[src/logic/nmc_defs.svh]
// Opcode, field and reset constants for the move/compare execution slice
`ifndef NMC_DEFS_SVH
`define NMC_DEFS_SVH

// ****************************************
// Single-byte and two-byte opcodes
// ****************************************
`define NMC_OPC_MOV_H 8'h10
`define NMC_OPC_MOV_L 8'h11
`define NMC_OPC_XCH_H 8'h30
`define NMC_OPC_XCH_L 8'h31
`define NMC_OPC_XCH_EIR 8'h13
`define NMC_OPC_XCH_IND 8'h0D
`define NMC_OPC_XCH_DIR 8'h3D
`define NMC_OPC_XCH_PAIR 8'h29
`define NMC_OPC_CMP_IND 8'h16
`define NMC_OPC_CMP_DIR 8'h3E
`define NMC_OPC_CMP_PG0 8'h2E
`define NMC_OPC_ST_PG0 8'h2D
`define NMC_OPC_INC_A 8'h08
`define NMC_OPC_INC_L 8'h18
`define NMC_OPC_PREFIX 8'h38

// ****************************************
// Nibble fields and the byte pair address mask
// ****************************************
`define NMC_HI_CMP_A 4'hD
`define NMC_HI_PFX_CMP_H 4'hD
`define NMC_HI_PFX_CMP_L 4'h9
`define NMC_PAGE_ZERO 4'h0
`define NMC_PAIR_MASK 8'hFC

// ****************************************
// Reset values and the status flag value written by moves
// ****************************************
`define NMC_NIB_RST 4'h0
`define NMC_BYTE_RST 8'h00
`define NMC_FLAG_RST 1'b0
`define NMC_MOVE_SF 1'b1

`endif

[src/logic/nmc_pkg.sv]
// Types shared by the move/compare execution slice
package nmc_pkg;

    typedef enum logic [2:0] {
        ST_IDLE = 3'b000,
        ST_RD1 = 3'b001,
        ST_WR1 = 3'b010,
        ST_RD2 = 3'b011,
        ST_WR2 = 3'b100
    } nmc_state_type;

    typedef enum logic [4:0] {
        OP_NONE = 5'b00000,
        OP_MOV_H = 5'b00001,
        OP_MOV_L = 5'b00010,
        OP_XCH_H = 5'b00011,
        OP_XCH_L = 5'b00100,
        OP_XCH_EIR = 5'b00101,
        OP_XCH_IND = 5'b00110,
        OP_XCH_DIR = 5'b00111,
        OP_XCH_PAIR = 5'b01000,
        OP_CMP_IND = 5'b01001,
        OP_CMP_DIR = 5'b01010,
        OP_CMP_A_IMM = 5'b01011,
        OP_CMP_H_IMM = 5'b01100,
        OP_CMP_L_IMM = 5'b01101,
        OP_CMP_PG0 = 5'b01110,
        OP_INC_A = 5'b01111,
        OP_INC_L = 5'b10000,
        OP_ST_PG0 = 5'b10001
    } nmc_op_type;

    typedef enum logic {
        ALU_SUB = 1'b0,
        ALU_INC = 1'b1
    } nmc_alu_op_type;

endpackage

[src/logic/nmc_alu_if.sv]
// Operand and result bundle between the sequencer and the nibble ALU
`timescale 1ns/10ps
interface nmc_alu_if;
    import nmc_pkg::*;
    logic [3:0] lhs;
    logic [3:0] rhs;
    nmc_alu_op_type op;
    logic [3:0] res;
    logic cout;
    logic zero;

    modport seq (output lhs, output rhs, output op, input res, input cout, input zero);
    modport alu (input lhs, input rhs, input op, output res, output cout, output zero);
endinterface

[src/logic/nmc_core.sv]
// Move, exchange, compare and increment execution slice of a 4-bit core
`timescale 1ns/10ps
`include "nmc_defs.svh"
module nmc_core #(
    parameter int ADDR_W = 8
) (
    input wire logic CLK_I,
    input wire logic NRST_I,
    input wire logic INSTR_VALID_I,
    input wire logic [7:0] OPCODE_I,
    input wire logic [7:0] OPERAND_I,
    input wire logic [3:0] MEM_RDATA_I,
    output logic INSTR_READY_O,
    output logic DONE_O,
    output logic UNSUPPORTED_O,
    output logic [ADDR_W-1:0] MEM_ADDR_O,
    output logic [3:0] MEM_WDATA_O,
    output logic MEM_WE_O,
    output logic [3:0] WORK_NIBBLE_O,
    output logic [3:0] UPPER_PTR_O,
    output logic [3:0] LOWER_PTR_O,
    output logic [3:0] IRQ_MASK_O,
    output logic CARRY_FLAG_O,
    output logic ZERO_FLAG_O,
    output logic STATUS_FLAG_O
);
    import nmc_pkg::*;

    // ****************************************
    // Elaboration checks
    // ****************************************
    generate
        if (ADDR_W < 8) begin : g_bad_addr_w
            $error("ADDR_W must cover an 8-bit direct address");
        end
    endgenerate

    // ****************************************
    // Decoding
    // ****************************************
    function automatic nmc_op_type decode_op(input logic [7:0] opc, input logic [7:0] nxt);
        nmc_op_type op;
        op = OP_NONE;
        unique case (opc)
            `NMC_OPC_MOV_H: op = OP_MOV_H;
            `NMC_OPC_MOV_L: op = OP_MOV_L;
            `NMC_OPC_XCH_H: op = OP_XCH_H;
            `NMC_OPC_XCH_L: op = OP_XCH_L;
            `NMC_OPC_XCH_EIR: op = OP_XCH_EIR;
            `NMC_OPC_XCH_IND: op = OP_XCH_IND;
            `NMC_OPC_XCH_DIR: op = OP_XCH_DIR;
            `NMC_OPC_XCH_PAIR: op = OP_XCH_PAIR;
            `NMC_OPC_CMP_IND: op = OP_CMP_IND;
            `NMC_OPC_CMP_DIR: op = OP_CMP_DIR;
            `NMC_OPC_CMP_PG0: op = OP_CMP_PG0;
            `NMC_OPC_ST_PG0: op = OP_ST_PG0;
            `NMC_OPC_INC_A: op = OP_INC_A;
            `NMC_OPC_INC_L: op = OP_INC_L;
            `NMC_OPC_PREFIX: begin
                if (nxt[7:4] == `NMC_HI_PFX_CMP_H) begin
                    op = OP_CMP_H_IMM;
                end else if (nxt[7:4] == `NMC_HI_PFX_CMP_L) begin
                    op = OP_CMP_L_IMM;
                end
            end
            default: begin
                if (opc[7:4] == `NMC_HI_CMP_A) begin
                    op = OP_CMP_A_IMM;
                end
            end
        endcase
        return op;
    endfunction

    function automatic logic [ADDR_W-1:0] widen(input logic [7:0] a);
        return ADDR_W'(a);
    endfunction

    // ****************************************
    // State
    // ****************************************
    nmc_state_type state_r, state_nxt;
    nmc_op_type op_r, op_nxt;
    logic [3:0] ac_r, ac_nxt;
    logic [3:0] hr_r, hr_nxt;
    logic [3:0] lr_r, lr_nxt;
    logic [3:0] eir_r, eir_nxt;
    logic cf_r, cf_nxt;
    logic zf_r, zf_nxt;
    logic sf_r, sf_nxt;
    logic [3:0] imm_r, imm_nxt;
    logic [ADDR_W-1:0] addr_r, addr_nxt;
    logic [3:0] wdata_r, wdata_nxt;
    logic we_r, we_nxt;
    logic done_r, done_nxt;
    logic unsup_r, unsup_nxt;
    logic ready_r;

    nmc_alu_if alu_bus();
    nmc_alu u_alu (
        .bus(alu_bus)
    );

    // Ready gates the take so that the first edge after reset cannot start an instruction
    wire accept_w = INSTR_VALID_I && ready_r && (state_r == ST_IDLE);
    wire nmc_op_type dec_w = decode_op(OPCODE_I, OPERAND_I);
    wire nmc_op_type cur_op_w = (state_r == ST_IDLE) ? dec_w : op_r;
    wire [7:0] hl_addr_w = {hr_r, lr_r};
    wire [7:0] pair_addr_w = OPERAND_I & `NMC_PAIR_MASK;
    wire [7:0] pg0_addr_w = {`NMC_PAGE_ZERO, OPERAND_I[3:0]};

    // ****************************************
    // ALU operand selection
    // ****************************************
    always_comb begin
        alu_bus.op = ALU_SUB;
        alu_bus.lhs = MEM_RDATA_I;
        alu_bus.rhs = ac_r;
        unique case (cur_op_w)
            OP_CMP_A_IMM: alu_bus.lhs = OPCODE_I[3:0];
            OP_CMP_H_IMM: begin
                alu_bus.lhs = OPERAND_I[3:0];
                alu_bus.rhs = hr_r;
            end
            OP_CMP_L_IMM: begin
                alu_bus.lhs = OPERAND_I[3:0];
                alu_bus.rhs = lr_r;
            end
            OP_CMP_PG0: begin
                alu_bus.lhs = imm_r;
                alu_bus.rhs = MEM_RDATA_I;
            end
            OP_INC_A: begin
                alu_bus.op = ALU_INC;
                alu_bus.lhs = ac_r;
            end
            OP_INC_L: begin
                alu_bus.op = ALU_INC;
                alu_bus.lhs = lr_r;
            end
            default: begin
                alu_bus.lhs = MEM_RDATA_I;
            end
        endcase
    end

    // ****************************************
    // Sequencer
    // ****************************************
    always_comb begin
        state_nxt = state_r;
        op_nxt = op_r;
        ac_nxt = ac_r;
        hr_nxt = hr_r;
        lr_nxt = lr_r;
        eir_nxt = eir_r;
        cf_nxt = cf_r;
        zf_nxt = zf_r;
        sf_nxt = sf_r;
        imm_nxt = imm_r;
        addr_nxt = addr_r;
        wdata_nxt = wdata_r;
        we_nxt = 1'b0;
        done_nxt = 1'b0;
        unsup_nxt = 1'b0;
        unique case (state_r)
            ST_IDLE: begin
                if (accept_w) begin
                    op_nxt = dec_w;
                    imm_nxt = OPERAND_I[7:4];
                    done_nxt = 1'b1;
                    unique case (dec_w)
                        OP_MOV_H: begin
                            ac_nxt = hr_r;
                            zf_nxt = (hr_r == `NMC_NIB_RST);
                            sf_nxt = `NMC_MOVE_SF;
                        end
                        OP_MOV_L: begin
                            ac_nxt = lr_r;
                            zf_nxt = (lr_r == `NMC_NIB_RST);
                            sf_nxt = `NMC_MOVE_SF;
                        end
                        OP_XCH_H: begin
                            ac_nxt = hr_r;
                            hr_nxt = ac_r;
                            sf_nxt = `NMC_MOVE_SF;
                        end
                        OP_XCH_L: begin
                            ac_nxt = lr_r;
                            lr_nxt = ac_r;
                            sf_nxt = `NMC_MOVE_SF;
                        end
                        OP_XCH_EIR: begin
                            ac_nxt = eir_r;
                            eir_nxt = ac_r;
                            sf_nxt = `NMC_MOVE_SF;
                        end
                        OP_CMP_A_IMM, OP_CMP_H_IMM, OP_CMP_L_IMM: begin
                            zf_nxt = alu_bus.zero;
                            sf_nxt = alu_bus.cout;
                        end
                        OP_INC_A: begin
                            ac_nxt = alu_bus.res;
                            zf_nxt = alu_bus.zero;
                            sf_nxt = alu_bus.cout;
                        end
                        OP_INC_L: begin
                            lr_nxt = alu_bus.res;
                            zf_nxt = alu_bus.zero;
                            sf_nxt = alu_bus.cout;
                        end
                        OP_XCH_IND, OP_CMP_IND: begin
                            addr_nxt = widen(hl_addr_w);
                            done_nxt = 1'b0;
                            state_nxt = ST_RD1;
                        end
                        OP_XCH_DIR, OP_CMP_DIR: begin
                            addr_nxt = widen(OPERAND_I);
                            done_nxt = 1'b0;
                            state_nxt = ST_RD1;
                        end
                        OP_XCH_PAIR: begin
                            addr_nxt = widen(pair_addr_w);
                            done_nxt = 1'b0;
                            state_nxt = ST_RD1;
                        end
                        OP_CMP_PG0: begin
                            addr_nxt = widen(pg0_addr_w);
                            done_nxt = 1'b0;
                            state_nxt = ST_RD1;
                        end
                        OP_ST_PG0: begin
                            addr_nxt = widen(pg0_addr_w);
                            wdata_nxt = OPERAND_I[7:4];
                            we_nxt = 1'b1;
                            done_nxt = 1'b0;
                            state_nxt = ST_WR2;
                        end
                        OP_NONE: begin
                            // Left to other execution units; only flagged here
                            done_nxt = 1'b0;
                            unsup_nxt = 1'b1;
                        end
                    endcase
                end
            end
            ST_RD1: begin
                // Memory read data is valid one cycle after the address register loads
                unique case (op_r)
                    OP_XCH_IND, OP_XCH_DIR: begin
                        ac_nxt = MEM_RDATA_I;
                        zf_nxt = (MEM_RDATA_I == `NMC_NIB_RST);
                        sf_nxt = `NMC_MOVE_SF;
                        wdata_nxt = ac_r;
                        we_nxt = 1'b1;
                        state_nxt = ST_WR2;
                    end
                    OP_XCH_PAIR: begin
                        lr_nxt = MEM_RDATA_I;
                        wdata_nxt = lr_r;
                        we_nxt = 1'b1;
                        state_nxt = ST_WR1;
                    end
                    default: begin
                        zf_nxt = alu_bus.zero;
                        sf_nxt = alu_bus.cout;
                        done_nxt = 1'b1;
                        state_nxt = ST_IDLE;
                    end
                endcase
            end
            ST_WR1: begin
                addr_nxt = addr_r + ADDR_W'(1);
                state_nxt = ST_RD2;
            end
            ST_RD2: begin
                hr_nxt = MEM_RDATA_I;
                sf_nxt = `NMC_MOVE_SF;
                wdata_nxt = hr_r;
                we_nxt = 1'b1;
                state_nxt = ST_WR2;
            end
            ST_WR2: begin
                done_nxt = 1'b1;
                state_nxt = ST_IDLE;
            end
            default: begin
                state_nxt = ST_IDLE;
            end
        endcase
    end

    // ****************************************
    // Registers
    // ****************************************
    always_ff @(posedge CLK_I) begin
        if (!NRST_I) begin
            state_r <= ST_IDLE;
            op_r <= OP_NONE;
            ac_r <= `NMC_NIB_RST;
            hr_r <= `NMC_NIB_RST;
            lr_r <= `NMC_NIB_RST;
            eir_r <= `NMC_NIB_RST;
            imm_r <= `NMC_NIB_RST;
            wdata_r <= `NMC_NIB_RST;
            addr_r <= '0;
            {cf_r, zf_r, sf_r} <= {3{`NMC_FLAG_RST}};
            {we_r, done_r, unsup_r, ready_r} <= 4'h0;
        end else begin
            state_r <= state_nxt;
            op_r <= op_nxt;
            {ac_r, hr_r, lr_r, eir_r} <= {ac_nxt, hr_nxt, lr_nxt, eir_nxt};
            {cf_r, zf_r, sf_r} <= {cf_nxt, zf_nxt, sf_nxt};
            imm_r <= imm_nxt;
            addr_r <= addr_nxt;
            wdata_r <= wdata_nxt;
            {we_r, done_r, unsup_r} <= {we_nxt, done_nxt, unsup_nxt};
            ready_r <= (state_nxt == ST_IDLE);
        end
    end

    assign INSTR_READY_O = ready_r;
    assign DONE_O = done_r;
    assign UNSUPPORTED_O = unsup_r;
    assign MEM_ADDR_O = addr_r;
    assign MEM_WDATA_O = wdata_r;
    assign MEM_WE_O = we_r;
    assign WORK_NIBBLE_O = ac_r;
    assign UPPER_PTR_O = hr_r;
    assign LOWER_PTR_O = lr_r;
    assign IRQ_MASK_O = eir_r;
    // Carry is never changed by this slice; it is kept for the arithmetic units
    assign CARRY_FLAG_O = cf_r;
    assign ZERO_FLAG_O = zf_r;
    assign STATUS_FLAG_O = sf_r;
endmodule

[src/logic/nmc_alu.sv]
// Nibble ALU: subtract-for-compare and increment
`timescale 1ns/10ps
module nmc_alu (
    nmc_alu_if.alu bus
);
    import nmc_pkg::*;

    wire [4:0] diff_w;
    wire [4:0] incr_w;
    wire [4:0] sel_w;

    // Borrow shows as bit 4 of the difference; carry out as bit 4 of the sum
    assign diff_w = {1'b0, bus.lhs} - {1'b0, bus.rhs};
    assign incr_w = {1'b0, bus.lhs} + 5'h01;
    assign sel_w = (bus.op == ALU_INC) ? incr_w : diff_w;
    assign bus.res = sel_w[3:0];
    assign bus.zero = (sel_w[3:0] == 4'h0);
    // For subtraction cout is "no borrow", so it is high when lhs >= rhs
    assign bus.cout = (bus.op == ALU_INC) ? incr_w[4] : ~diff_w[4];
endmodule

[config.mk]
export PLATFORM = sky130hd
export DESIGN_NAME = nmc_core
export DESIGN_NICKNAME = d
export VERILOG_FILES = /design/src/logic/nmc_pkg.sv /design/src/logic/nmc_alu_if.sv /design/src/logic/nmc_core.sv /design/src/logic/nmc_alu.sv
export VERILOG_INCLUDE_DIRS = /design/src /design/src/logic
export SDC_FILE = /design/constraint.sdc
export NUM_CORES = 1
export LEC_CHECK = 0
export ABC_AREA = 1
export BUFFER_PORTS_ARGS = -buffer_cell sky130_fd_sc_hd__buf_2
export CORE_ASPECT_RATIO = 0.75
export CORE_MARGIN = 2
export CORE_UTILIZATION = 55
export CTS_BUF_LIST = sky130_fd_sc_hd__clkbuf_16
export DETAILED_ROUTE_END_ITERATION = 12
export PLACE_DENSITY = 0.81
export SLEW_MARGIN = 20
export SYNTH_ARGS = -nofsm -noshare
export SYNTH_HDL_FRONTEND = slang
export SYNTH_SLANG_ARGS = --single-unit
[constraint.sdc]
create_clock -name CLK_I -period 3.77 [get_ports CLK_I]
set_clock_uncertainty 0.2 [all_clocks]
set_input_delay 0.1885 -clock CLK_I [delete_from_list [all_inputs] [get_ports CLK_I]]
set_output_delay 0.1885 -clock CLK_I [all_outputs]
set_load 0.02 [all_outputs]
==> results of run 1 <==
-- through the flow --
| step | instances | worst slack [ns] | util [%] | setup TNS (ns) |
|---|---|---|---|---|
| 2_1_floorplan | 613 | 0.3358 | - | 0 |
| 3_3_place_gp | 760 | -0.01518 | 62.97 | -0.01518 |
| 3_5_place_dp | 760 | -0.05812 | 62.97 | -0.05812 |
| 4_1_cts | 770 | 0.1162 | 65.74 | 0 |
| 5_1_grt | 777 | -0.03153 | 67.19 | -0.03153 |
| 6_report | 777 | 0.1802 | 67.19 | 0 |
-- cells by family (layout without fill, tap and decap cells) --
kind of cell    count (synthesis)  count (layout)  share of synthesized area, %
compound gates                152             152                         23.92
fa+ha+maj                       7               7                         2.518
other cells                     1               1                       0.09931
flops                          46              46                         24.39
xor+xnor                        6               6                         1.392
simple gates                  302             302                         37.44
buf+inv                        99             179                         10.24
-- placed cells by master, fill, tap and decap left out, types with 2 or more instances in the layout --
| cell | Yosys | final |
|---|---|---|
| sky130_fd_sc_hd__nor3_1 | 8 | 8 |
| sky130_fd_sc_hd__a221oi_1 | 4 | 4 |
| sky130_fd_sc_hd__a211oi_1 | 11 | 11 |
| sky130_fd_sc_hd__nand3_2 | 4 | 4 |
| sky130_fd_sc_hd__a31oi_1 | 14 | 13 |
| sky130_fd_sc_hd__o211ai_1 | 5 | 5 |
| sky130_fd_sc_hd__o22ai_1 | 6 | 6 |
| sky130_fd_sc_hd__o21ai_0 | 61 | 61 |
| sky130_fd_sc_hd__buf_2 | 3 | 57 |
| sky130_fd_sc_hd__nand2_4 | 3 | 3 |
| sky130_fd_sc_hd__o21ai_2 | 0 | 2 |
| sky130_fd_sc_hd__dfxtp_1 | 46 | 46 |
| sky130_fd_sc_hd__nand4_1 | 16 | 16 |
| sky130_fd_sc_hd__nand3_1 | 27 | 27 |
| sky130_fd_sc_hd__inv_1 | 75 | 75 |
| sky130_fd_sc_hd__nor2_4 | 4 | 8 |
| sky130_fd_sc_hd__a21oi_2 | 5 | 5 |
| sky130_fd_sc_hd__ha_1 | 6 | 6 |
| sky130_fd_sc_hd__inv_2 | 11 | 12 |
| sky130_fd_sc_hd__buf_4 | 1 | 23 |
| sky130_fd_sc_hd__o221ai_1 | 6 | 6 |
| sky130_fd_sc_hd__clkinv_1 | 2 | 2 |
| sky130_fd_sc_hd__nor2_1 | 81 | 78 |
| sky130_fd_sc_hd__nand2_1 | 121 | 121 |
| sky130_fd_sc_hd__nor2_2 | 14 | 13 |
| sky130_fd_sc_hd__xor2_1 | 2 | 2 |
| sky130_fd_sc_hd__nor4_1 | 4 | 4 |
| sky130_fd_sc_hd__clkbuf_16 | 0 | 5 |
| sky130_fd_sc_hd__nand2_2 | 16 | 16 |
| sky130_fd_sc_hd__dlygate4sd3_1 | 0 | 2 |
| sky130_fd_sc_hd__xnor2_1 | 4 | 4 |
| sky130_fd_sc_hd__a21oi_1 | 33 | 33 |
-- registers in the layout, summed over array words and instances (netlist names), 3 cells and up --
name / count
IRQ_MASK_O: 4
UPPER_PTR_O: 4
MEM_ADDR_O: 8
WORK_NIBBLE_O: 4
state_r: 3
MEM_WDATA_O: 4
LOWER_PTR_O: 4
imm_r: 4
op_r: 5
-- layer usage --
metal / vias up / GRT usage, %
li1: 2220 / -
met1: 2100 / 50.03
met2: 319 / 52.70
met3: 36 / 7.339
met4: 0 / 12.63
met5: - / 0
-- worst reg2reg max path: stages (launching register included) --
cell and delay, ns:
sky130_fd_sc_hd__dfxtp_1 0.33, sky130_fd_sc_hd__nor2_2 0.14, sky130_fd_sc_hd__inv_2 0.06, sky130_fd_sc_hd__nor2_4 0.12
sky130_fd_sc_hd__buf_6 0.14, sky130_fd_sc_hd__buf_4 0.11, sky130_fd_sc_hd__nand2_2 0.06, sky130_fd_sc_hd__nand2_2 0.13
sky130_fd_sc_hd__nor2_8 0.05, sky130_fd_sc_hd__nand2_4 0.11, sky130_fd_sc_hd__nor2_4 0.05, sky130_fd_sc_hd__nor2_1 0.15
sky130_fd_sc_hd__buf_4 0.15, sky130_fd_sc_hd__inv_1 0.06, sky130_fd_sc_hd__o21ai_0 0.16, sky130_fd_sc_hd__inv_1 0.06
sky130_fd_sc_hd__ha_1 0.20, sky130_fd_sc_hd__fa_2 0.53, sky130_fd_sc_hd__nand2_1 0.07, sky130_fd_sc_hd__o21ai_2 0.10
sky130_fd_sc_hd__nand2_1 0.09, sky130_fd_sc_hd__nor2_2 0.12, sky130_fd_sc_hd__nand3_1 0.09, sky130_fd_sc_hd__nand2_1 0.08
sky130_fd_sc_hd__nand2_1 0.06, sky130_fd_sc_hd__a21oi_2 0.14
-- final cells by class --
class | instances | area, um^2
well taps | 84 | 105.1
flip-flops and latches | 46 | 920.9
inverters | 88 | 330.3
fillers | 622 | 2210
clock inverters | 3 | 41.29
clock buffers | 5 | 125.1
multi-input cells | 468 | 2512
repair buffers | 83 | 489.2
-- how the worst max path moves through the flow --
stage	end	slack [ns]	from
global route	ZERO_FLAG_O	-0.03	state_r[0]
global placement	ZERO_FLAG_O	-0.02	OPCODE_I[4]
floorplan	ZERO_FLAG_O	0.34	state_r[2]
CTS	ZERO_FLAG_O	0.12	state_r[2]
finish	ZERO_FLAG_O	0.18	state_r[0]
detailed placement	ZERO_FLAG_O	-0.06	OPCODE_I[4]
-- power groups by stage --
| stage | Clock, mW | Sequential, mW | Combinational, mW |
|---|---|---|---|
| CTS | 0.501 | 0.501 | 0.171 |
| global route | 0.523 | 0.502 | 0.195 |
| finish | 0.505 | 0.502 | 0.178 |
| global placement | 0 | 0.512 | 0.167 |
| detailed placement | 0 | 0.512 | 0.169 |
| floorplan | 0 | 0.513 | 0.106 |
-- repair_timing --
item	4_1_cts	5_1_grt
resized for setup	0	12
endpoints found under the hold margin	2	0
setup endpoints to repair	0	7
setup buffers	0	6
hold buffers	2	0
==> implementation parameters, run 1 <==
Parameter                              Value

Pwr
  Relative contribution of the clock network to total power    between 40% and 50%
  Internal power    roughly 860 uW
  Leakage power of the design    2.209 nW
  Power density relative to cell area    ~260 nW/um^2
  Combinational group share of total power    around 15%
  PnR Total Power    roughly 1.2 mW
  Maximum VDD drop    0.0002729 V
  Switching part of the total    roughly 27%
  Share of total power in sequential cells    42.4%
  Switching power of the nets    about 320 uW

Timing
  Actual slew at the worst max-slew pin    0.8294 ns
  Worst hold margin    0.004433 ns
  Minimum period implied by the final worst setup slack    approximately 3.6 ns
  Fin. max-slew vios    0
  Ratio of final minimum period to clock period    a little over nine tenths
  Max-Slew Margin vs Limit    44.28%
  Number of hold violations in the final report    0
  F_max    278.6 MHz
  Final setup violation count    0

Yosys
  Async S/R FF share, synth    0%
  Post-synthesis instance total    a little over 600
  Number of unique standard cell types used by synthesis    42
  Top-area cell type share of the netlist area    between 20 and 25%
  Area of the mapped netlist    3776 um^2
  Count of state elements after synthesis    46
  Number of enable flip-flop cells after synthesis    0
  Cells taking the most area after synthesis    sky130_fd_sc_hd__dfxtp_1 24%, sky130_fd_sc_hd__nand2_1 12%, sky130_fd_sc_hd__o21ai_0 8.1%, sky130_fd_sc_hd__nor2_1 8.1%, sky130_fd_sc_hd__inv_1 7.5%
  Top-count cell post-synth    sky130_fd_sc_hd__nand2_1
  Mapped Avg Cell Area    approximately 6 um^2
  Syn Nets    approximately 640
  Sequential-to-total area share from yosys stat    approximately a quarter
  Number of warnings issued by yosys    0
  Most used flip-flop cell after synthesis    sky130_fd_sc_hd__dfxtp_1
  Top cells by instance count after synthesis    121 x sky130_fd_sc_hd__nand2_1, 81 x sky130_fd_sc_hd__nor2_1, 75 x sky130_fd_sc_hd__inv_1, 61 x sky130_fd_sc_hd__o21ai_0, 46 x sky130_fd_sc_hd__dfxtp_1
  Post-synth top area cell    sky130_fd_sc_hd__dfxtp_1

CTS
  Total clock buffers created by CTS    5
  Register clock-pin slew on the reported worst setup and hold paths    approximately 0.070 ns
  Clk Latency, worst-skew pair    roughly 0.28 ns
  TritonCTS clock tree    done
  Maximum level of the CTS H-tree    2
  CTS Buffer Depth    2
  Clock tree root buffer cell    sky130_fd_sc_hd__clkbuf_16
  Clock Sink Count    46

Floorplan
  Total die area    ~7600 um^2
  Number of top-level pins    58
  Width of the die    ~100 um
  Core box area    between 6000 and 7000 um^2
  Initial standard-cell utilization of the core    between 50% and 60%
  Cell Rows    26
  Vertical die dimension    75.76 um

Worst setup path
  R2R Path Start    state_r[0]
  Critical path depth in cells    25
  Worst reg2reg setup slack    ~0.18 ns
  Nature of the critical path startpoint    flip-flop
  Critical path peak fanout    6
  Worst R2R End    ZERO_FLAG_O
  Length in cells of the worst reg-to-reg path    25
  Start-to-end type of the worst setup path    reg -> reg
  Arrival time reported for the critical path endpoint    approximately 3.6 ns
  Endpoint required time on the critical path    about 3.8 ns
  Crit path buffers/inverters    6
  Top Family by Delay on Critical Path    simple AND/OR/NAND/NOR gates
  Slowest CP cell    sky130_fd_sc_hd__fa_2
  Most frequent CP cell    sky130_fd_sc_hd__nand2_1
  Critical Path End Type    flip-flop
  Largest stage delay on the critical path    about 0.53 ns

Layout
  Nets    roughly 720
  Post-route standard cell area excluding fillers    4524 um^2
  Share of cells above drive strength 1    between 20% and 30%
  Number of antenna repair diodes    0
  Area overhead of the layout relative to synthesis    19.81%

Placed design
  Buffers on Ports    56
  HPWL Detailed    roughly 11000 um
  Weighted congestion reported at the end of routability-driven placement    1.030
  Placed instance area    ~4200 um^2

Status
  Result of the run    finished, final reports clean

Detailed routing
  DRT Wirelength    13660 um
  Number of remaining DRC errors    0
  Vias    approximately 4700
  Met3 WL post-DR    1703 um
  DRT met1 WL    5879 um
  Number of detailed-route iterations in the first pass    6
  Via-per-instance ratio    ~6
  Met2 WL    between 5000 and 6000 um
  Uppermost routed layer    met4
  Remaining number of nets flagged by the antenna check after routing    0
  First DRT Iteration DRCs    around 530
  Detailed-route wire length per cell    17.58 um

Worst hold path
  Startpoint of the tightest hold check path    OPERAND_I[4]
  Worst hold path cell count    3
  Class of the tightest hold or removal check    in -> reg
  Endpoint, Worst Hold    imm_r[0]

Global route
  GR Util All Layers    about a third
  Pin count of the biggest net entering global routing    34
  Antenna violations before repair    0
  Vias in the first global route    between 3000 and 4000
  First-pass GRT wire length    20470 um
  Overall overflow remaining after global route    0

Job
  Max Cap Viol    0
Power figures use the tool's default switching activity.
==> run 2: changes to the inputs <==
==> constraint.sdc (replaced) <==
create_clock -name CLK_I -period 3.5 [get_ports CLK_I]
set_clock_uncertainty 0.2 [all_clocks]
set_input_delay 0.175 -clock CLK_I [delete_from_list [all_inputs] [get_ports CLK_I]]
set_output_delay 0.175 -clock CLK_I [all_outputs]
set_load 0.02 [all_outputs]
==> implementation parameters, run 2 (synthesis results as in run 1) <==
Parameter                              Value

Detailed routing
  DRT Wirelength    14080 um (+3.0%)
  First DRT Iteration DRCs    537 (+1.1%)
  Number of remaining DRC errors    0 (unchanged)
  Number of detailed-route iterations in the first pass    6 (unchanged)
  Vias    4847 (+3.7%)
  Remaining number of nets flagged by the antenna check after routing    0 (unchanged)
  DRT met1 WL    6059 um (+3.1%)
  Uppermost routed layer    met4
  Via-per-instance ratio    5.955 (-1.0%)
  Met3 WL post-DR    1448 um (-15%)
  Met2 WL    6096 um (+8.1%)
  Detailed-route wire length per cell    17.29 um (-1.6%)

Timing
  Minimum period implied by the final worst setup slack    3.486 ns (-0.1036 ns)
  Ratio of final minimum period to clock period    99.61% (+4.4 points)
  Final worst slack    0.01380 ns (-0.1664 ns)
  Fin. max-slew vios    0 (unchanged)
  Final setup violation count    0 (unchanged)
  F_max    286.8 MHz (+3.0%)
  RSZ-0062 raised after global routing    yes
  Post-route setup TNS    0 ns (unchanged)
  Actual slew at the worst max-slew pin    0.7969 ns (-0.03249 ns)
  Number of hold violations in the final report    0 (unchanged)
  Max-Slew Margin vs Limit    46.47% (+2.2 points)

CTS
  Clk Latency, worst-skew pair    0.29 ns (about the same)
  TritonCTS clock tree    done
  Register clock-pin slew on the reported worst setup and hold paths    0.07 ns (about the same)
  Clock Sink Count    46 (unchanged)
  Maximum level of the CTS H-tree    2 (unchanged)
  CTS Buffer Depth    2 (unchanged)
  Clock tree root buffer cell    sky130_fd_sc_hd__clkbuf_16
  Total clock buffers created by CTS    5 (unchanged)

Placed design
  Worst slack at placement    -0.3430 ns (-0.2849 ns)
  Buffers on Ports    56 (unchanged)
  HPWL Detailed    10720 um (+1.1%)
  Weighted congestion reported at the end of routability-driven placement    0.9793 (-4.9%)
  Placed instance area    4543 um^2 (+7.1%)

Floorplan
  Width of the die    99.68 um (unchanged)
  Initial standard-cell utilization of the core    56.08% (unchanged)
  Cell Rows    26 (unchanged)
  Total die area    7551 um^2 (unchanged)
  Core box area    6734 um^2 (unchanged)
  Vertical die dimension    75.76 um (unchanged)
  Number of top-level pins    58 (unchanged)

Job
  Max Cap Viol    0 (unchanged)

Worst setup path
  Critical Path End Type    flip-flop
  Arrival time reported for the critical path endpoint    3.51 ns (-0.10 ns)
  Critical path peak fanout    8 (+2)
  Start-to-end type of the worst setup path    reg -> reg
  Endpoint required time on the critical path    3.52 ns (-0.27 ns)
  Nature of the critical path startpoint    flip-flop
  Worst reg2reg setup slack    0.01 ns (-0.17 ns)

Global route
  Overall overflow remaining after global route    0 (unchanged)
  Vias in the first global route    4251 (+7.9%)
  Antenna violations before repair    0 (unchanged)
  First-pass GRT wire length    20980 um (+2.5%)
  GR Util All Layers    35.48% (+0.43 points)
  Pin count of the biggest net entering global routing    34 (unchanged)

Layout
  Most common cell after layout, fill and taps aside    sky130_fd_sc_hd__nand2_1
  Flip-flop count of the largest register, all copies and words added    8 (unchanged)
  Number of antenna repair diodes    0 (unchanged)
  Area overhead of the layout relative to synthesis    33.83%
  Share of cells above drive strength 1    31.78% (+9.0 points)
  Most frequent cells in the layout    109 x sky130_fd_sc_hd__nand2_1, 72 x sky130_fd_sc_hd__inv_1, 70 x sky130_fd_sc_hd__nor2_1
  Post-route standard cell area excluding fillers    5054 um^2 (+12%)
  Util after Layout    75.05% (+7.9 points)
  Nets    759 (+5.1%)

Pwr
  Power density relative to cell area    260.7 nW/um^2 (-0.45%)
  Leakage power of the design    2.440 nW (+10%)
  Maximum VDD drop    0.0002155 V (-21%)
  PnR Total Power    1.317 mW (+11%)

Worst hold path
  Class of the tightest hold or removal check    in -> reg

Status
  Result of the run    finished, final reports clean
-- run 2: cell count changes in the layout (fill, tap and decap cells not counted), moves of 4 or more --
cell                      delta
sky130_fd_sc_hd__nand3_1     -4
sky130_fd_sc_hd__nand2_2     +9
sky130_fd_sc_hd__nor2_1      -8
sky130_fd_sc_hd__nand2_1    -12
sky130_fd_sc_hd__buf_4      +35
sky130_fd_sc_hd__nor2_4      +9
-- run 2: metrics by stage --
stage | cells | hold WS, ns
floorplan | 613 | 0.1077
global placement | 797 | 0.2532
detailed placement | 797 | 0.2575
CTS | 806 | 0.006839
global route | 814 | 0.03735
finish | 814 | 0.01854
-- run 2: routing by layer --
layer  up-vias  GRT usage, %
met5         -             0
met4         0         13.24
met3        51         7.982
met2       309         54.50
met1      2187         49.22
li1       2300             -
-- run 2: layout make-up --
type                       count  area [um^2]
clock buffer                   5        125.1
clock inverter                 3        41.29
fill                         542         1680
inverter                      88        332.8
multi-input combinational    468         2724
sequential                    46        922.1
tap                           84        105.1
timing repair buffer         120        803.3
-- run 2: worst max-delay path: stages, from the launching register on --
cell and delay [ns]:
sky130_fd_sc_hd__dfxtp_2 0.34, sky130_fd_sc_hd__nor2_4 0.11, sky130_fd_sc_hd__inv_2 0.06, sky130_fd_sc_hd__nor2_4 0.15, sky130_fd_sc_hd__buf_8 0.16, sky130_fd_sc_hd__nand4_1 0.11
sky130_fd_sc_hd__nand2_2 0.18, sky130_fd_sc_hd__nand2_2 0.11, sky130_fd_sc_hd__inv_2 0.09, sky130_fd_sc_hd__nand4_1 0.13, sky130_fd_sc_hd__nand2_1 0.15, sky130_fd_sc_hd__nor2_4 0.06
sky130_fd_sc_hd__a21oi_4 0.16, sky130_fd_sc_hd__inv_2 0.06, sky130_fd_sc_hd__ha_4 0.16, sky130_fd_sc_hd__fa_2 0.52, sky130_fd_sc_hd__nand2_2 0.07, sky130_fd_sc_hd__o21ai_4 0.09
sky130_fd_sc_hd__nand2_2 0.09, sky130_fd_sc_hd__nor2_4 0.10, sky130_fd_sc_hd__nand3_2 0.06, sky130_fd_sc_hd__nand2_1 0.06, sky130_fd_sc_hd__nand2_1 0.06, sky130_fd_sc_hd__a21oi_2 0.15
-- run 2: where the power goes --
| group | switching [mW] | internal, mW |
|---|---|---|
| clock | 0.214 | 0.335 |
| combinational | 0.145 | 0.0840 |
| sequential | 0.00783 | 0.532 |
-- run 2: final timing paths --
path	start	endpoint	cells after the start
worst min-delay path	OPERAND_I[7]	imm_r[3]	3
worst max register to register	state_r[0]	ZERO_FLAG_O	23
worst min register to register	MEM_WDATA_O[2]	MEM_WDATA_O[2]	2
worst max-delay path	state_r[0]	ZERO_FLAG_O	23
-- run 2: repair_timing --
item                       4_1_cts  5_1_grt
cloned                           0        0
gates resized for setup          9       63
buffers inserted                 0        8
setup endpoints to repair        2        8
pin swaps                        0       25
hold endpoints to repair         1        0
hold buffers                     1        0
==> run 3: changes to the inputs <==
==> constraint.sdc (replaced) <==
create_clock -name CLK_I -period 3.5 [get_ports CLK_I]
set_clock_uncertainty 0.2 [all_clocks]
set_input_delay 0.875 -clock CLK_I [delete_from_list [all_inputs] [get_ports CLK_I]]
set_output_delay 0.875 -clock CLK_I [all_outputs]
set_load 0.02 [all_outputs]
==> implementation parameters, run 3 (synthesis results as in run 1) <==
Parameter                              Value

Timing
  F_max    249.5 MHz (-13%)
  Ratio of final minimum period to clock period    114.5% (+15 points)
  Final setup violation count    9 (+9)
  Minimum period implied by the final worst setup slack    4.008 ns (+0.5216 ns)
  Actual slew at the worst max-slew pin    0.6194 ns (-0.1774 ns)
  Fin. max-slew vios    0 (unchanged)
  Max-Slew Margin vs Limit    58.55% (+12 points)
  Number of hold violations in the final report    0 (unchanged)
  Final worst slack    -0.5078 ns (-0.5216 ns)
  RSZ-0062 raised after global routing    yes

Global route
  Overall overflow remaining after global route    0 (unchanged)
  GR Util All Layers    40.40% (+4.9 points)
  Pin count of the biggest net entering global routing    34 (unchanged)
  First-pass GRT wire length    23670 um (+13%)
  Antenna violations before repair    0 (unchanged)
  Vias in the first global route    4743 (+12%)

Pwr
  Share of total power in sequential cells    37.2% (-3.8 points)
  Power density relative to cell area    266.6 nW/um^2 (+2.3%)
  Switching part of the total    27.51% (-0.31 points)
  Leakage power of the design    2.626 nW (+7.6%)
  Relative contribution of the clock network to total power    43.5% (+1.9 points)
  Maximum VDD drop    0.0002140 V (-0.68%)
  Switching power of the nets    399.2 uW (+8.9%)
  Internal power    1.052 mW (+11%)
  Combinational group share of total power    19.3% (+1.9 points)

Layout
  Most common cell after layout, fill and taps aside    sky130_fd_sc_hd__nand2_1
  Area occupied by multi-input gates    2887 um^2 (+6.0%)
  Flip-flop count of the largest register, all copies and words added    8 (unchanged)
  Most frequent cells in the layout    92 x sky130_fd_sc_hd__nand2_1, 76 x sky130_fd_sc_hd__buf_4, 67 x sky130_fd_sc_hd__inv_1
  Fill cells    474 (-13%)
  Area overhead of the layout relative to synthesis    44.14%
  Sequential cell area    920.9 um^2 (-0.14%)
  Post-route standard cell area excluding fillers    5443 um^2 (+7.7%)
  Number of antenna repair diodes    0 (unchanged)
  Nets    776 (+2.2%)
  Share of cells above drive strength 1    37.22% (+5.4 points)

Job
  Max Cap Viol    0 (unchanged)

CTS
  Clk Latency, worst-skew pair    0.30 ns (about the same)
  Clock Sink Count    46 (unchanged)
  Clock tree root buffer cell    sky130_fd_sc_hd__clkbuf_16
  CTS Buffer Depth    2 (unchanged)
  Total clock buffers created by CTS    5 (unchanged)
  Maximum level of the CTS H-tree    2 (unchanged)
  Register clock-pin slew on the reported worst setup and hold paths    0.07 ns (about the same)
  TritonCTS clock tree    done

Floorplan
  Total die area    7551 um^2 (unchanged)
  Core box area    6734 um^2 (unchanged)
  Vertical die dimension    75.76 um (unchanged)
  Number of top-level pins    58 (unchanged)
  Cell Rows    26 (unchanged)
  Width of the die    99.68 um (unchanged)
  Initial standard-cell utilization of the core    56.08% (unchanged)

Placed design
  Worst slack at placement    -0.8034 ns (-0.4604 ns)
  Buffers on Ports    56 (unchanged)
  Weighted congestion reported at the end of routability-driven placement    1.058 (+8.1%)
  Placed instance area    4781 um^2 (+5.2%)
  HPWL Detailed    11480 um (+7.1%)

Detailed routing
  Via-per-instance ratio    6.231 (+4.6%)
  Vias    5178 (+6.8%)
  Remaining number of nets flagged by the antenna check after routing    0 (unchanged)
  First DRT Iteration DRCs    688 (+28%)
  Met2 WL    6982 um (+15%)
  Number of remaining DRC errors    0 (unchanged)
  DRT Wirelength    15920 um (+13%)
  Met3 WL post-DR    2035 um (+41%)
  Detailed-route wire length per cell    19.16 um (+11%)
  Number of detailed-route iterations in the first pass    8 (+2)
  Uppermost routed layer    met4
  DRT met1 WL    6076 um (+0.28%)

Worst setup path
  Nature of the critical path startpoint    primary input
  Arrival time reported for the critical path endpoint    3.99 ns (+0.48 ns)
  Endpoint required time on the critical path    3.48 ns (-0.04 ns)
  R2R Path Start    state_r[2]
  Critical path peak fanout    5 (-3)
  Start-to-end type of the worst setup path    in -> reg
  Origin of the worst setup path    OPCODE_I[5]
  Critical Path End Type    flip-flop

Worst hold path
  Startpoint of the tightest hold check path    MEM_WDATA_O[0]
  Class of the tightest hold or removal check    reg -> reg

Status
  Failing checks    negative setup slack
  Result of the run    complete, but fails checks
## run 3: metrics by stage
| step | utilization [%] | hold WS (ns) | cells | setup TNS, ns | power [mW] |
|---|---|---|---|---|---|
| 2_1_floorplan | - | 0.2531 | 613 | -1.136 | 0.6786 |
| 3_5_place_dp | 71.00 | 0.2549 | 810 | -6.475 | 0.7758 |
| 6_report | 80.83 | 0.2631 | 831 | -3.671 | 1.451 |
| 5_1_grt | 80.83 | 0.3132 | 831 | -5.246 | 1.487 |
| 4_1_cts | 78.21 | 0.2648 | 826 | -2.236 | 1.411 |
| 3_3_place_gp | 71.00 | 0.2551 | 810 | -5.837 | 0.7686 |
## run 3: repair_timing
| item | 4_1_cts | 5_1_grt |
|---|---|---|
| pin swaps | 23 | 22 |
| endpoints found under the setup margin | 9 | 10 |
| hold buffers | 0 | 0 |
| setup buffers | 8 | 5 |
| resized for setup | 62 | 34 |
## run 3: worst paths after layout
kind	slack, ns	end	cells past startpoint
worst max register to register	-0.16	LOWER_PTR_O[1]	23
worst min-delay path	0.26	MEM_WDATA_O[0]	2
worst min register to register	0.26	MEM_WDATA_O[0]	2
worst max-delay path	-0.51	LOWER_PTR_O[1]	27
## run 3: critical path: stages
cell and delay (ns):
sky130_fd_sc_hd__buf_6 0.11, sky130_fd_sc_hd__nand2_4 0.08, sky130_fd_sc_hd__inv_2 0.05, sky130_fd_sc_hd__nand2_4 0.07
sky130_fd_sc_hd__nand2_2 0.05, sky130_fd_sc_hd__nand2_2 0.09, sky130_fd_sc_hd__inv_1 0.06, sky130_fd_sc_hd__nor2_2 0.16
sky130_fd_sc_hd__nand4_1 0.12, sky130_fd_sc_hd__nand2_2 0.17, sky130_fd_sc_hd__buf_4 0.14, sky130_fd_sc_hd__nand2_2 0.08
sky130_fd_sc_hd__inv_2 0.09, sky130_fd_sc_hd__nand4_1 0.11, sky130_fd_sc_hd__nand2_1 0.14, sky130_fd_sc_hd__nor2_4 0.06
sky130_fd_sc_hd__a21oi_4 0.16, sky130_fd_sc_hd__inv_2 0.06, sky130_fd_sc_hd__ha_4 0.16, sky130_fd_sc_hd__fa_2 0.53
sky130_fd_sc_hd__nand2_2 0.06, sky130_fd_sc_hd__o21ai_4 0.08, sky130_fd_sc_hd__buf_4 0.13, sky130_fd_sc_hd__buf_6 0.10
sky130_fd_sc_hd__nand2_2 0.05, sky130_fd_sc_hd__o211ai_1 0.10, sky130_fd_sc_hd__a31oi_1 0.10
## run 3: final cells by class
type                    instances  area share (%)
flip-flops and latches         46           16.92
clock buffers                   5           2.299
clock inverters                 3           1.264
repair buffers                137           17.98
well taps                      84           1.931
multi-input cells             468           53.03
inverters                      88           6.575
## run 3: power groups by stage
stage / Sequential [mW] / Clock, mW / Combinational, mW
global route: 0.540 / 0.650 / 0.297
CTS: 0.539 / 0.624 / 0.247
floorplan: 0.553 / 0 / 0.126
detailed placement: 0.551 / 0 / 0.225
finish: 0.540 / 0.631 / 0.280
global placement: 0.551 / 0 / 0.218
## run 3: routing by layer
metal  vias up  track usage (%)
li1       2319                -
met1      2338            52.41
met2       411            65.47
met3       110            8.716
met4         0            18.72
met5         -                0
